**config.mk**
```make
export PLATFORM = sky130hd
export DESIGN_NAME = asrc_ctrl
export DESIGN_NICKNAME = d
export VERILOG_FILES = /design/src/hdl/asrc_pkg.sv /design/src/hdl/asrc_ctrl.sv
export SDC_FILE = /design/constraint.sdc
export NUM_CORES = 1
export LEC_CHECK = 0
export BUFFER_PORTS_ARGS = -buffer_cell sky130_fd_sc_hd__buf_2
export CAP_MARGIN = 30
export CORE_MARGIN = 1
export CORE_UTILIZATION = 25
export DETAILED_ROUTE_END_ITERATION = 16
export SLEW_MARGIN = 20
export SYNTH_ARGS = -nofsm -noshare
export SYNTH_HDL_FRONTEND = slang
export SYNTH_SLANG_ARGS = --single-unit
```
**constraint.sdc**
```tcl
create_clock -name clk_i -period 3.5 [get_ports clk_i]
set_input_delay 1.05 -clock clk_i [delete_from_list [all_inputs] [get_ports clk_i]]
set_output_delay 1.05 -clock clk_i [all_outputs]
set_load 0.02 [all_outputs]
```
**src/hdl/asrc_pkg.sv**
```systemverilog
// Package for the host-side asynchronous static RAM controller.
// Assumes a single 10 MHz clock; all pin timing derives from it.
package asrc_pkg;
    // ------------------------------------------------------------
    // Geometry
    // ------------------------------------------------------------
    localparam int ADDR_W = 13;          // 8192 words
    localparam int DATA_W = 8;           // Byte wide
    // ------------------------------------------------------------
    // Timing (slowest grade, ns) and derived cycle counts
    // ------------------------------------------------------------
    localparam int CLK_PERIOD_NS = 100;  // 10 MHz
    localparam int T_CYCLE_NS = 35;      // Least read/write cycle time
    localparam int T_ACCESS_NS = 35;     // Longest address access time
    localparam int T_STROBE_NS = 20;     // Least store-strobe width
    localparam int T_OFF_NS = 12;        // Longest output turn-off
    // Least times round up, at least one cycle
    localparam int CYC_CYCLE = (T_CYCLE_NS + CLK_PERIOD_NS - 1) / CLK_PERIOD_NS;
    localparam int CYC_ACCESS = (T_ACCESS_NS + CLK_PERIOD_NS - 1) / CLK_PERIOD_NS;
    localparam int CYC_STROBE = (T_STROBE_NS + CLK_PERIOD_NS - 1) / CLK_PERIOD_NS;
    localparam int CYC_OFF = (T_OFF_NS + CLK_PERIOD_NS - 1) / CLK_PERIOD_NS;
    localparam int CNT_W = 4;
    localparam logic [CNT_W-1:0] CNT_ACCESS = CNT_W'(CYC_ACCESS);
    localparam logic [CNT_W-1:0] CNT_STROBE = CNT_W'(CYC_STROBE);
    localparam logic [CNT_W-1:0] CNT_OFF = CNT_W'(CYC_OFF);
    localparam logic [CNT_W-1:0] CNT_SYNC = 4'h1;  // Extra read cycle for the synchroniser
    localparam logic [CNT_W-1:0] CNT_ZERO = 4'h0;
    // ------------------------------------------------------------
    // Types
    // ------------------------------------------------------------
    typedef enum logic [2:0] {
        ST_IDLE = 3'b000,  // Deselected
        ST_RSET = 3'b001,  // Address stable, select on, gate on
        ST_RACC = 3'b010,  // Waiting access time
        ST_WSET = 3'b011,  // Address/data stable, select on
        ST_WSTB = 3'b100,  // Store strobe low
        ST_REC  = 3'b101   // Turn-off/recovery gap, deselected only after a read; select held after a write
    } asrc_state_t;
    typedef struct packed {
        logic [ADDR_W-1:0] addr;   // Word address
        logic select_low_active;   // Low-active select pin level
        logic select_high_active;  // High-active select pin level
        logic gate_b;              // Output gate, active low
        logic store_b;             // Store strobe, active low
        logic [DATA_W-1:0] dout;   // Data driven to the RAM
        logic dq_oe;               // Host drives the data lines
    } asrc_pins_t;
    typedef struct packed {
        asrc_state_t st;
        logic [CNT_W-1:0] cnt;
        asrc_pins_t pins;
        logic [DATA_W-1:0] rdata;
        logic rvalid;
        logic q1_busy;
    } asrc_regs_t;
    localparam asrc_pins_t PINS_IDLE = '{addr: '0, select_low_active: 1'b1,
        select_high_active: 1'b0, gate_b: 1'b1, store_b: 1'b1,
        dout: '0, dq_oe: 1'b0};
endpackage

```
**src/hdl/asrc_ctrl.sv**
```systemverilog
// Host controller driving an 8K x 8 asynchronous static RAM by its pins.
// Assumes the RAM data pins are resolved in the testbench from bidir_data_lines_oe_o.
//
// Behaviour
// RAM holds 8192 bytes, 13-bit address
// Store when selected and strobe low
// Host keeps store strobe high reading
// Combined select: low-active low, high-active high
// Gate after strobe fall keeps outputs off
// Gate high keeps outputs off in write
// Read data valid within access time
// Address valid before select becomes active; the controller sets address and select on the same edge
// Continuous read follows address, holds 4 ns
// Outputs off faster than on, no fights
// Strobe turn-off faster than re-enable
// Host gives minimums, waits for maximums
// Cycle time at least the grade minimum
// Short strobe allowed only with gate high
// Deselected RAM neither drives nor stores
`timescale 1ns/10ps
module asrc_ctrl (
    input wire logic clk_i,
    input wire logic rst_b_i,
    input wire logic ce_i,                            // Clock enable
    input wire logic req_i,                           // Request pulse/level
    input wire logic we_i,                            // 1 = write
    input wire logic [asrc_pkg::ADDR_W-1:0] addr_i,   // Word address
    input wire logic [asrc_pkg::DATA_W-1:0] wdata_i,  // Write byte
    output logic ready_o,                             // Can take a request
    output logic [asrc_pkg::DATA_W-1:0] rdata_o,      // Read byte
    output logic rvalid_o,                            // Read done pulse
    output logic [asrc_pkg::ADDR_W-1:0] word_select_lines_o,
    output logic select_low_active_o,
    output logic select_high_active_o,
    output logic gate_b_o,
    output logic store_b_o,
    output logic [asrc_pkg::DATA_W-1:0] bidir_data_lines_o,
    output logic bidir_data_lines_oe_o,
    input wire logic [asrc_pkg::DATA_W-1:0] bidir_data_lines_i
);
    import asrc_pkg::*;

    // ------------------------------------------------------------
    // State
    // ------------------------------------------------------------
    asrc_regs_t r;       // Registered state
    asrc_regs_t next_r;  // Next state
    logic [DATA_W-1:0] dq_s1;  // First synchroniser stage
    logic [DATA_W-1:0] dq_s2;  // Second stage, only one read by logic

    // Combined select seen by the RAM
    function automatic logic sel_on(input asrc_pins_t p);
        sel_on = !p.select_low_active && p.select_high_active;
    endfunction

    // Load counter, never below one cycle
    function automatic logic [CNT_W-1:0] hold_of(input logic [CNT_W-1:0] c);
        hold_of = (c == CNT_ZERO) ? 4'h1 : c;
    endfunction

    // ------------------------------------------------------------
    // Read data synchroniser
    // ------------------------------------------------------------
    // Data pins come from an asynchronous part, so two stages
    // Only the second stage feeds logic; the first may go
    // metastable when the RAM output moves near the edge
    always_ff @(posedge clk_i or negedge rst_b_i) begin
        if (!rst_b_i) begin
            dq_s1 <= '0;
            dq_s2 <= '0;
        end else if (ce_i) begin
            dq_s1 <= bidir_data_lines_i;
            dq_s2 <= dq_s1;
        end
    end

    // ------------------------------------------------------------
    // Next-state logic
    // ------------------------------------------------------------
    always_comb begin
        next_r = r;
        next_r.rvalid = 1'b0;
        next_r.q1_busy = (r.st != ST_IDLE);
        if (r.cnt != CNT_ZERO) begin
            next_r.cnt = r.cnt - 4'h1;
        end
        unique case (r.st)
            ST_IDLE: begin
                // Idle: RAM deselected, so it neither drives nor stores
                next_r.pins = PINS_IDLE;
                next_r.pins.addr = r.pins.addr;
                if (req_i) begin
                    // Address placed with select, never after it
                    next_r.pins.addr = addr_i;
                    next_r.pins.select_low_active = 1'b0;
                    next_r.pins.select_high_active = 1'b1;
                    if (we_i) begin
                        // Gate stays high: outputs off through the write
                        next_r.pins.gate_b = 1'b1;
                        next_r.pins.dout = wdata_i;
                        next_r.st = ST_WSET;
                        next_r.cnt = CNT_ZERO;
                    end else begin
                        // Strobe held high for the whole read
                        next_r.pins.store_b = 1'b1;
                        next_r.pins.gate_b = 1'b0;
                        next_r.st = ST_RACC;
                        // Extra cycle so the byte reaches the second sync
                        // stage while selects still hold; one cycle per read
                        next_r.cnt = hold_of(CNT_ACCESS) + CNT_SYNC;
                    end
                end
            end
            ST_RSET: begin
                next_r.st = ST_RACC;
            end
            ST_RACC: begin
                // Wait out the longest access time before sampling
                // plus one extra cycle for the synchroniser
                // The byte itself is taken from the second stage below,
                // never from the raw pins
                if (r.cnt == CNT_ZERO && r.q1_busy) begin
                    next_r.st = ST_REC;
                    next_r.pins.gate_b = 1'b1;
                    next_r.pins.select_low_active = 1'b1;
                    next_r.pins.select_high_active = 1'b0;
                    next_r.cnt = hold_of(CNT_OFF);
                end
            end
            ST_WSET: begin
                // Data driven only while the RAM output gate is high
                next_r.pins.dq_oe = 1'b1;
                next_r.pins.store_b = 1'b0;
                next_r.st = ST_WSTB;
                next_r.cnt = hold_of(CNT_STROBE);
            end
            ST_WSTB: begin
                if (r.cnt == 4'h1) begin
                    // Strobe rises first; data held past it
                    next_r.pins.store_b = 1'b1;
                    next_r.st = ST_REC;
                    next_r.cnt = hold_of(CNT_OFF);
                end
            end
            ST_REC: begin
                // Gap keeps cycle time and lets outputs fall off
                next_r.pins.select_low_active = 1'b1;
                next_r.pins.select_high_active = 1'b0;
                next_r.pins.dq_oe = 1'b0;
                if (r.cnt <= 4'h1) begin
                    next_r.st = ST_IDLE;
                end
            end
            default: begin
                next_r.st = ST_IDLE;
                next_r.pins = PINS_IDLE;
            end
        endcase
        if (r.st == ST_RACC && r.cnt == CNT_ZERO && r.q1_busy) begin
            next_r.rdata = dq_s2;
            next_r.rvalid = 1'b1;
        end
    end

    // ------------------------------------------------------------
    // State register
    // ------------------------------------------------------------
    always_ff @(posedge clk_i or negedge rst_b_i) begin
        if (!rst_b_i) begin
            r <= '{st: ST_IDLE, cnt: '0, pins: PINS_IDLE, rdata: '0,
                   rvalid: 1'b0, q1_busy: 1'b0};
        end else if (ce_i) begin
            r <= next_r;
        end
    end

    // ------------------------------------------------------------
    // Outputs
    // ------------------------------------------------------------
    assign ready_o = (r.st == ST_IDLE);
    assign rdata_o = r.rdata;
    assign rvalid_o = r.rvalid && ce_i;
    assign word_select_lines_o = r.pins.addr;
    assign select_low_active_o = r.pins.select_low_active;
    assign select_high_active_o = r.pins.select_high_active;
    assign gate_b_o = r.pins.gate_b;
    assign store_b_o = r.pins.store_b;
    assign bidir_data_lines_o = r.pins.dout;
    assign bidir_data_lines_oe_o = r.pins.dq_oe;

    // ------------------------------------------------------------
    // Checks
    // ------------------------------------------------------------
    // All pins are registered, so a sample at the clock edge is what
    // the RAM saw for the whole of the preceding cycle
    // Strobe and gate never low together, or the RAM would drive
    a_strobe_gate_high: assert property (@(posedge clk_i) disable iff (!rst_b_i)
        !store_b_o |-> gate_b_o) else $error("strobe low with gate low");
    a_read_no_strobe: assert property (@(posedge clk_i) disable iff (!rst_b_i)
        !gate_b_o |-> store_b_o) else $error("strobe low during read");
    // Host drive only while the RAM output is gated off
    a_drive_gate_off: assert property (@(posedge clk_i) disable iff (!rst_b_i)
        bidir_data_lines_oe_o |-> gate_b_o) else $error("bus fight");
    a_strobe_needs_sel: assert property (@(posedge clk_i) disable iff (!rst_b_i)
        !store_b_o |-> (!select_low_active_o && select_high_active_o))
        else $error("strobe while deselected");
    // Address frozen for as long as the select stays on
    a_addr_stable_sel: assert property (@(posedge clk_i) disable iff (!rst_b_i)
        (ce_i && !select_low_active_o && $past(!select_low_active_o))
        |-> $stable(word_select_lines_o)) else $error("address moved");
    a_idle_quiet: assert property (@(posedge clk_i) disable iff (!rst_b_i)
        select_low_active_o |-> !bidir_data_lines_oe_o && store_b_o)
        else $error("deselected activity");
    // Bound is loose on purpose: the clock enable may stall a read
    a_rd_completes: assert property (@(posedge clk_i) disable iff (!rst_b_i)
        (ce_i && ready_o && req_i && !we_i) |-> ##[1:20] rvalid_o)
        else $error("read never finished");
    // The strobe is one cycle, far above the short figure, but only
    // legal if the gate was already high before it fell
    a_write_strobe: assert property (@(posedge clk_i) disable iff (!rst_b_i)
        $fell(store_b_o) |-> gate_b_o && $past(gate_b_o))
        else $error("short strobe without gate high");
endmodule

```
### Word-level counts from Yosys, hierarchy flattened

Index checks and enable logic that the tools add are counted.

| word-level totals | value |
|---|---|
| register bits after elaboration | 59 |
| input bits | 34 |
| output and inout port bits | 36 |
| word-level logic and storage cells | 71 |

| cells by class | value |
|---|---|
| add/sub/neg operators | 1 |
| magnitude comparators | 1 |
| eq/ne operators | 10 |
| multiplexer cells | 19 |
| bitwise gates (word level) | 5 |
| reductions and logical operators | 21 |

Operator list:

| operator | count |
|---|---|
| $mux W32 | 1 |
| $pmux W13 S2 | 1 |
| $pmux W3 S6 | 1 |
| $pmux W4 S4 | 1 |
| $pmux W8 S2 | 1 |
| $mux W7 | 2 |
| $reduce_and A3 Y1 | 4 |
| $reduce_or A3 Y1 | 3 |
| $mux W8 | 1 |
| $ne A2 B2 Y1 const B | 4 |
| $eq A3 B2 Y1 const B | 2 |
| $eq A3 B3 Y1 const B | 2 |
| $mux W3 | 2 |
| $pmux W2 S3 | 1 |
| $reduce_and A2 Y1 | 3 |
| $mux W5 | 1 |
| $not A1 Y1 | 5 |
| $reduce_and A5 Y1 | 1 |
| $reduce_or A5 Y1 | 1 |
| $eq A4 B1 Y1 const B | 1 |
| $le A4 B1 Y1 const B | 1 |
| $logic_and A1 B1 Y1 | 4 |
| $logic_not A4 Y1 | 1 |
| $mux W4 | 1 |
| other kinds (10) | 12 |

### Longest topological paths before layout

Gate-level depths: netlist of run 1.

| logic depth | value |
|---|---|
| depth after elaboration | 4 |
| gate-level depth with buffers | 6 |
| depth with buffers taken out | 6 |

### Worst setup path before layout of run 1

No wires, ideal clock.

| path | value |
|---|---|
| path kind | input to output |
| start point | input port ce_i |
| end point | output port rvalid_o |
| arrival time | 1.450 ns |
| data required time | 2.450 ns |
| path slack | 1.000 ns |
| stages | 2 |
| buffers on the path | 0 |
| cells stage by stage | inv_1 -> nor2_1 |

| between the ends | value |
|---|---|
| longest elaborated chain between the ends | 1 |

Ends and longest elaborated chain:

| element | RTL line | text |
|---|---|---|
| start: declaration | asrc_ctrl.sv:24 | `input wire logic ce_i,` |
| $logic_and A1 B1 Y1 | asrc_ctrl.sv:182 | `assign rvalid_o = r.rvalid && ce_i;` |
| end: declaration | asrc_ctrl.sv:31 | `output logic rvalid_o,` |

No other way between the ends.

### Worst setup path in the final report of run 1

Ends and elaborated chain as after synthesis.

==> results.json, run 1 <==
{
  "r2r-start": "r[36]",
  "met2_usage_pct": 16.3,
  "grt_pass1_vias": 1846,
  "cp-start-kind": "input pin",
  "hp-start": "bidir_data_lines_o[4]",
  "vias": 1883,
  "drc": 0,
  "path_class": "input pin to primary output",
  "die_height_um": 108,
  "synthCells": 232,
  "ys_seq_elements": 59,
  "slowest_stage": "inv_1",
  "path_cells": "buf_2 -> inv_1 -> nor2_1 -> buf_2",
  "power.density_nw_per_um2": 889,
  "gp_congestion": 0.803,
  "synth_cell_types": 48,
  "vdd_drop_max_uv": 240,
  "slew_headroom_pct": 48.9,
  "cp.arrival_ps": 1600,
  "htree_levels": 3,
  "fill_cells": 1134,
  "initial_core_util_pct": 25.8,
  "vias_per_cell": 4.53,
  "synth_edf_count": 0,
  "yosysWarnings": 0,
  "cts_made_buffers": 9,
  "met3_usage_pct": 3.63,
  "drtAntennaViolNets": 0,
  "postCtsSetupBuffers": 0,
  "num_antenna_cells": 0,
  "cp_num_buf_inv": 3,
  "period_share_pct": 75.7,
  "place_area_um2": 3040,
  "fin_nets": 307,
  "max_stage_delay_ps": 200,
  "stdcell_area_um2": 3270,
  "p_leak_nw": 1.55,
  "clock-root-buffer": "clkbuf_8",
  "clk_pin_slew_ps": 70,
  "synthFlopType": "dfrtp_1",
  "globalRoute.busiestLayer": "met2",
  "antenna_found_initial": 0,
  "timing.fmax_ghz": 0.377,
  "setup_tns_ps": 0,
  "cap_violations": 0,
  "worstPathRequired_ps": 2450,
  "hpwl_mm": 3.84,
  "synth.avg_cell_area_um2": 12.0,
  "met1_usage_pct": 14.0,
  "worstMarginPinSlew_ps": 767,
  "die-area_um2": 11600,
  "rsz0062_at_grt": "false",
  "clock_path_buffers": 2,
  "area_delta_synth_final_pct": 16.9,
  "ios": 70,
  "num_rows": 38,
  "drive_above_1_share_pct": 44.6,
  "endpoint_kind": "primary output",
  "clock-skew-final_ps": 12.7,
  "finalHoldViolations": 0,
  "grt_usage_pct": 10.7,
  "ys_seq_area_share_pct": 53.0,
  "syn_area_um2": 2790,
  "finalMaxSlewViolations": 0,
  "multiInputGateArea_um2": 992,
  "synth-async-reset-ratio_pct": 100,
  "worstPathMaxFanout": 8,
  "syn-num-nets": 268,
  "hold_class": "flop to flop",
  "die_w_um": 108,
  "regArea_um2": 1480,
  "clkSinkCount": 59,
  "first_pass_iters": 4,
  "critPathMostFrequentCell": "buf_2",
  "grt_overflow_total": 0,
  "grt_pass1_wl_mm": 9.40,
  "routed_wl_mm": 5.77,
  "port_buffers": 69,
  "crit_start": "ce_i",
  "drt-wirelength-per-cell_um": 13.9,
  "outcome": "completed",
  "drt_iter0_drc": 118,
  "layout_min_cycle_time_ps": 2650,
  "grt_max_degree": 60,
  "cts_tree": "built",
  "cts_resized": 0,
  "coreArea_um2": 10800,
  "finalSetupViolCount": 0,
  "ctsHoldBuffers": 0,
  "critPathTopFamily": "buffers and inverters",
  "clkLatencyLatePin_ps": 350
}
==> cells in the final DEF, fill, tap and decap left out, types with 3 or more instances in the layout <==
cell and count:
buf_2 69, dfrtp_1 56, mux2_2 24, a22o_1 14, clkbuf_8 9, nor2_1 8, nand2_1 8, a32o_1 8
inv_1 7, a21oi_1 7, nand2b_1 3, nand3_1 3, o22ai_1 3, nor3_1 3, a21o_1 3, o21ai_0 3
dfstp_2 3, buf_4 3
==> cell usage after synthesis (all sizes together) (2+ instances only) <==
library cell | n | area share (%)
dfrtp | 56 | 50
buf | 38 | 9.8
mux2 | 26 | 10
a22o | 14 | 4.4
a32o | 8 | 2.9
nand2 | 8 | 1.1
nor2 | 8 | 1.1
a21oi | 7 | 1.3
inv | 7 | 0.94
clkbuf | 6 | 0.81
o21ai | 5 | 1.0
nor3 | 4 | 1.1
a21o | 3 | 0.81
dfstp | 3 | 2.8
nand2b | 3 | 0.67
nand3 | 3 | 0.54
o22ai | 3 | 0.67
or3b | 3 | 0.94
and2 | 2 | 0.45
ha | 2 | 0.90
nor2b | 2 | 0.45
nor3b | 2 | 0.54
o221ai | 2 | 0.63
==> kinds of logic (layout without fill, tap and decap cells) <==
family	Yosys count	after routing	synth area share [%]
AOI/OAI and AO/OA	54	54	15.4
DFF	59	59	53.0
and+or+nand+nor	39	39	8.42
adders and majority gates	2	2	0.896
muxes	27	27	10.8
buffers and inverters	51	95	11.5
==> worst reg2reg max path, cell delays in order, from the launching register on <==
cell      delay [ps]
dfrtp_1          430
inv_1             80
ha_1             240
nor3b_1          430
o31ai_1          170
a221oi_2         400
mux2_1           370
==> metal layers <==
layer | vias to the layer above | part of all wire [%]
li1 | 889 | -
met1 | 926 | 46
met2 | 61 | 47
met3 | 7 | 5.8
met4 | 0 | 1.4
met5 | - | 0
==> area by class of cell <==
cell class                 count  area share (%)
tap                          140            5.36
inverter                       7           0.805
clock buffer                   9            3.79
multi-input combinational    122            30.4
timing repair buffer          72            11.3
sequential                    59            45.3
clock inverter                 7            3.07
==> flip-flops by register name (all words and copies together) (netlist names) <==
signal	flops
gate_b_o	1
bidir_data_lines_o	8
select_low_active_o	1
rdata_o	8
store_b_o	1
dq_s1	8
select_high_active_o	1
dq_s2	8
bidir_data_lines_oe_o	1
r	9
word_select_lines_o	13
==> worst paths after layout <==
path	to	slack (ps)	cells after the start
max reg2reg	r[41]	1260	6
max	rvalid_o	850	4
min reg2reg	bidir_data_lines_o[4]	490	1
max in group asynchronous	bidir_data_lines_oe_o	2120	2
min	bidir_data_lines_o[4]	490	1
min in group asynchronous	select_high_active_o	840	2
==> through the flow <==
stage	setup WS [ps]	power, W	util (%)	cells	hold WS [ps]
6_report	850	0.00290	30.1	416	493
2_1_floorplan	1000	0.00209	-	232	467
3_5_place_dp	841	0.00221	28.1	400	477
5_1_grt	785	0.00310	30.1	416	500
3_3_place_gp	834	0.00219	28.1	400	472
4_1_cts	840	0.00294	30.1	416	495
==> report_power, final <==
group	leakage (nW)	switching (W)	internal, W
Sequential	0.736	0.000195	0.000929
Combinational	0.697	0.000611	0.000458
Clock	0.114	0.000303	0.000407
Note: power is estimated with default switching activity, not from simulation.
==> run 2: changes to the inputs <==
==> constraint.sdc (replaced) <==
create_clock -name clk_i -period 2.5 [get_ports clk_i]
set_input_delay 0.75 -clock clk_i [delete_from_list [all_inputs] [get_ports clk_i]]
set_output_delay 0.75 -clock clk_i [all_outputs]
set_load 0.02 [all_outputs]
==> results.json, run 2 (same netlist as run 1, synthesis figures left out) <==
{
  "cp.arrival_ps": 1510,
  "initial_core_util_pct": 25.8,
  "grt_overflow_total": 0,
  "layout_common_cells": "69 x buf_2, 56 x dfrtp_1, 24 x mux2_2",
  "wl_met1_mm": 2.70,
  "drt-wirelength-per-cell_um": 14.0,
  "grt_pass1_wl_mm": 9.58,
  "drive_above_1_share_pct": 44.8,
  "setup_tns_ps": 0,
  "clkLatencyLatePin_ps": 320,
  "path_class": "flop to primary output",
  "clock-skew-final_ps": 5.21,
  "p_leak_nw": 1.53,
  "period_share_pct": 90.5,
  "largest_reg_flops": 13,
  "grt_max_degree": 37,
  "worstPathMaxFanout": 18,
  "vdd_drop_max_uv": 347,
  "die-area_um2": 11600,
  "power.density_nw_per_um2": 1180,
  "cap_violations": 0,
  "outcome": "completed",
  "area_delta_synth_final_pct": 15.9,
  "final_common_cell": "buf_2",
  "met3WireLength_um": 290,
  "ios": 70,
  "slew_headroom_pct": 58.8,
  "finalMaxSlewViolations": 0,
  "timing.fmax_ghz": 0.442,
  "coreArea_um2": 10800,
  "worstPathRequired_ps": 1750,
  "grt_pass1_vias": 1873,
  "cts_resized": 0,
  "slowest_stage": "dfrtp_1",
  "endpoint_kind": "primary output",
  "post-route-util_pct": 29.9,
  "clk_pin_slew_ps": 70,
  "met2_length_mm": 2.76,
  "critPathTopFamily": "flip-flops",
  "drc": 0,
  "finalSetupViolCount": 0,
  "clock_path_buffers": 2,
  "cts_tree": "built",
  "layout_min_cycle_time_ps": 2260,
  "routed_wl_mm": 5.82,
  "rsz0062_at_grt": "false",
  "grt_usage_pct": 10.9,
  "clock-root-buffer": "clkbuf_8",
  "hpwl_mm": 4.08,
  "cts_made_buffers": 9,
  "die_w_um": 108,
  "postCtsSetupBuffers": 0,
  "num_antenna_cells": 0,
  "port_buffers": 69,
  "drtAntennaViolNets": 0,
  "vias_per_cell": 4.60,
  "first_pass_iters": 4,
  "fin_cells": 417,
  "max_stage_delay_ps": 580,
  "ctsHoldBuffers": 0,
  "hold_class": "input pin to asynchronous set/reset pin",
  "cp-start-kind": "flop",
  "clkSinkCount": 59,
  "antenna_found_initial": 0,
  "htree_levels": 3,
  "worstMarginPinSlew_ps": 617,
  "drt_iter0_drc": 56,
  "finalHoldViolations": 0,
  "vias": 1920,
  "fin_nets": 309,
  "dr.max_layer_used": "met4",
  "gp_congestion": 0.818,
  "cp_num_buf_inv": 1,
  "path_cells": "nor3_4 -> buf_2",
  "die_height_um": 108,
  "num_rows": 38,
  "dpl.cell_count": 402
}
[run 2: worst paths after layout]
kind                       slack, ps                    end  cells after the start                  start
min in group clk_i               490  bidir_data_lines_o[3]                      1  bidir_data_lines_o[3]
setup reg to reg                 310                  r[41]                      6                  r[37]
hold / removal                   440                  r[41]                      1                rst_b_i
max in group asynchronous       1400               gate_b_o                      2                rst_b_i
setup / recovery                 240                ready_o                      2                  r[42]
hold reg to reg                  490  bidir_data_lines_o[3]                      1  bidir_data_lines_o[3]
[run 2: area by class of cell]
cell class	instances	area, um2
Sequential cell	59	1480
Clock inverter	5	30.0
Tap cell	140	175
Inverter	7	26.3
Fill cell	1156	7600
Timing Repair Buffer	74	395
Clock buffer	10	138
Multi-Input combinational cell	122	992
[run 2: through the flow]
stage	area [um2]	total power [W]	hold slack (ps)	setup slack, ps
floorplan	2790	0.00293	454	523
global placement	3070	0.00307	467	423
detailed placement	3070	0.00310	482	350
CTS	3240	0.00389	452	198
global route	3240	0.00412	463	113
finish	3240	0.00382	438	236
[run 2: worst register-to-register path, stage by stage (launching register included)]
cell	delay [ps]
dfrtp_1	390
inv_1	100
ha_1	250
nor3b_1	400
o31ai_1	160
a221oi_2	390
mux2_1	370
[run 2: per-layer routing]
metal | global-route usage [%] | vias up
met3 | 3.03 | 10
met5 | 0 | -
li1 | - | 895
met1 | 14.3 | 965
met4 | 4.11 | 0
met2 | 16.8 | 50
[run 2: power breakdown]
part / leakage [nW] / internal [W] / switching [W]
registers: 0.736 / 0.00130 / 0.000268
clock network: 0.0839 / 0.000375 / 0.000369
logic: 0.711 / 0.000645 / 0.000861
==> run 3: changes to the inputs <==
--- a/config.mk
+++ b/config.mk
@@ -9,8 +9,9 @@
 export CAP_MARGIN = 30
 export CORE_MARGIN = 1
 export CORE_UTILIZATION = 25
+export CTS_CLUSTER_DIAMETER = 40
 export DETAILED_ROUTE_END_ITERATION = 16
-export SLEW_MARGIN = 20
+export REMOVE_ABC_BUFFERS = 1
 export SYNTH_ARGS = -nofsm -noshare
 export SYNTH_HDL_FRONTEND = slang
 export SYNTH_SLANG_ARGS = --single-unit
==> results.json, run 3 (same netlist as run 1, synthesis figures left out) <==
{
  "regArea_um2": 1480,
  "power.density_nw_per_um2": 1220,
  "r2r_setup_slack_ps": 330,
  "cts_made_buffers": 9,
  "die_w_um": 108,
  "clkLatencyLatePin_ps": 330,
  "place_area_um2": 3060,
  "num_rows": 38,
  "largest_reg_flops": 13,
  "port_buffers": 69,
  "clkSinkCount": 59,
  "worstPathMaxFanout": 18,
  "slew_headroom_pct": 62.6,
  "pwr-share-clk_pct": 22.7,
  "setup_tns_ps": 0,
  "vdd_drop_max_uv": 398,
  "worst_slack_ps": 199,
  "drive_above_1_share_pct": 44.6,
  "worstMarginPinSlew_ps": 561,
  "grt_pass1_vias": 1991,
  "power.internal_w": 0.00251,
  "finalMaxSlewViolations": 0,
  "power_frac_comb_pct": 38.0,
  "multiInputGateArea_um2": 992,
  "post-place-ws_ps": 361,
  "path_class": "flop to primary output",
  "fill_cells": 1145,
  "finalHoldViolations": 0,
  "coreArea_um2": 10800,
  "reg2reg_to": "r[42]",
  "stdcell_area_um2": 3280,
  "grt_overflow_total": 0,
  "finalSetupViolCount": 0,
  "switching_share_pct": 37.4,
  "p_leak_nw": 1.56,
  "endpoint_kind": "primary output",
  "initial_core_util_pct": 25.8,
  "drt-wirelength-per-cell_um": 14.2,
  "die-area_um2": 11600,
  "drtAntennaViolNets": 0,
  "ios": 70,
  "hold_class": "input pin to asynchronous set/reset pin",
  "timing.fmax_ghz": 0.435,
  "grt_usage_pct": 11.1,
  "worstPathRequired_ps": 1750,
  "cap_violations": 0,
  "first_pass_iters": 4,
  "switchingPower_w": 0.00150,
  "layout_min_cycle_time_ps": 2300,
  "cp.arrival_ps": 1550,
  "hpwl_mm": 4.32,
  "clock-skew-final_ps": 7.81,
  "die_height_um": 108,
  "worst_hold_slack_ps": 375,
  "ctsHoldBuffers": 0,
  "r2r-start": "r[36]",
  "fin_nets": 310,
  "clock-root-buffer": "clkbuf_8",
  "htree_levels": 3,
  "cts_resized": 0,
  "period_share_pct": 92.1,
  "vias": 1899,
  "drt_iter0_drc": 77,
  "grt_pass1_wl_mm": 9.89,
  "grt_max_degree": 25,
  "gp_congestion": 0.779,
  "cp-start-kind": "flop",
  "drc": 0,
  "clock_path_buffers": 2,
  "area_delta_synth_final_pct": 17.3,
  "layout_common_cells": "69 x buf_2, 56 x dfrtp_1, 24 x mux2_2",
  "antenna_found_initial": 0,
  "clk_pin_slew_ps": 70,
  "outcome": "completed",
  "routed_wl_mm": 5.95,
  "cts_tree": "built",
  "vias_per_cell": 4.54,
  "power_frac_seq_pct": 39.3,
  "num_antenna_cells": 0,
  "rsz0062_at_grt": "false",
  "r2r_cells": 6,
  "final_common_cell": "buf_2",
  "postCtsSetupBuffers": 0
}
-- run 3: cell count changes in the layout (fill, tap and decap cells not counted), sizes merged --
cell	before	now
clkbuf	10	14
clkinv	3	0
clkinvlp	2	0
buf	74	75
bufinv	0	1
-- run 3: worst max-delay path, cell delays in order, from the launching register on --
cell     delay, ps
dfrtp_1        580
nor3_4         410
buf_2          240
-- run 3: how the worst max path moves through the flow --
stage,startpoint,end,slack [ps],depth (start not counted)
2_1_floorplan,req_i,bidir_data_lines_o[0],250,3
3_3_place_gp,ce_i,rvalid_o,350,4
3_5_place_dp,ce_i,rvalid_o,360,4
4_1_cts,r[42],ready_o,160,2
5_1_grt,r[42],ready_o,80,2
6_report,r[42],ready_o,200,2
-- run 3: layer usage --
layer | GRT usage, % | vias up | part of all wire [%] | wire, um
li1 | - | 891 | - | -
met1 | 13.4 | 965 | 44 | 2620
met2 | 18.6 | 36 | 51 | 3050
met3 | 3.09 | 7 | 3.6 | 215
met4 | 4.40 | 0 | 1.2 | 74
met5 | 0 | - | 0 | 0
-- run 3: through the flow --
| stage | util [%] | total power, W | cells |
|---|---|---|---|
| after CTS | 30.2 | 0.00406 | 418 |
| final | 30.2 | 0.00401 | 418 |
| after global placement | 28.3 | 0.00309 | 403 |
| after floorplan | - | 0.00257 | 188 |
| after detailed placement | 28.3 | 0.00312 | 403 |
| after global routing | 30.2 | 0.00428 | 418 |
-- run 3: layout make-up --
class | instances | share of cell area (%)
Timing Repair Buffer | 75 | 11.9
Inverter | 7 | 0.802
Clock inverter | 1 | 0.916
Clock buffer | 14 | 5.57
Sequential cell | 59 | 45.2
Multi-Input combinational cell | 122 | 30.3
Tap cell | 140 | 5.35
-- run 3: power groups by stage --
stage	Sequential, W	Combinational, W	Clock (W)
floorplan	0.00184	0.000728	0
global placement	0.00158	0.00151	0
detailed placement	0.00159	0.00153	0
CTS	0.00158	0.00154	0.000947
global route	0.00164	0.00166	0.000986
finish	0.00158	0.00152	0.000912
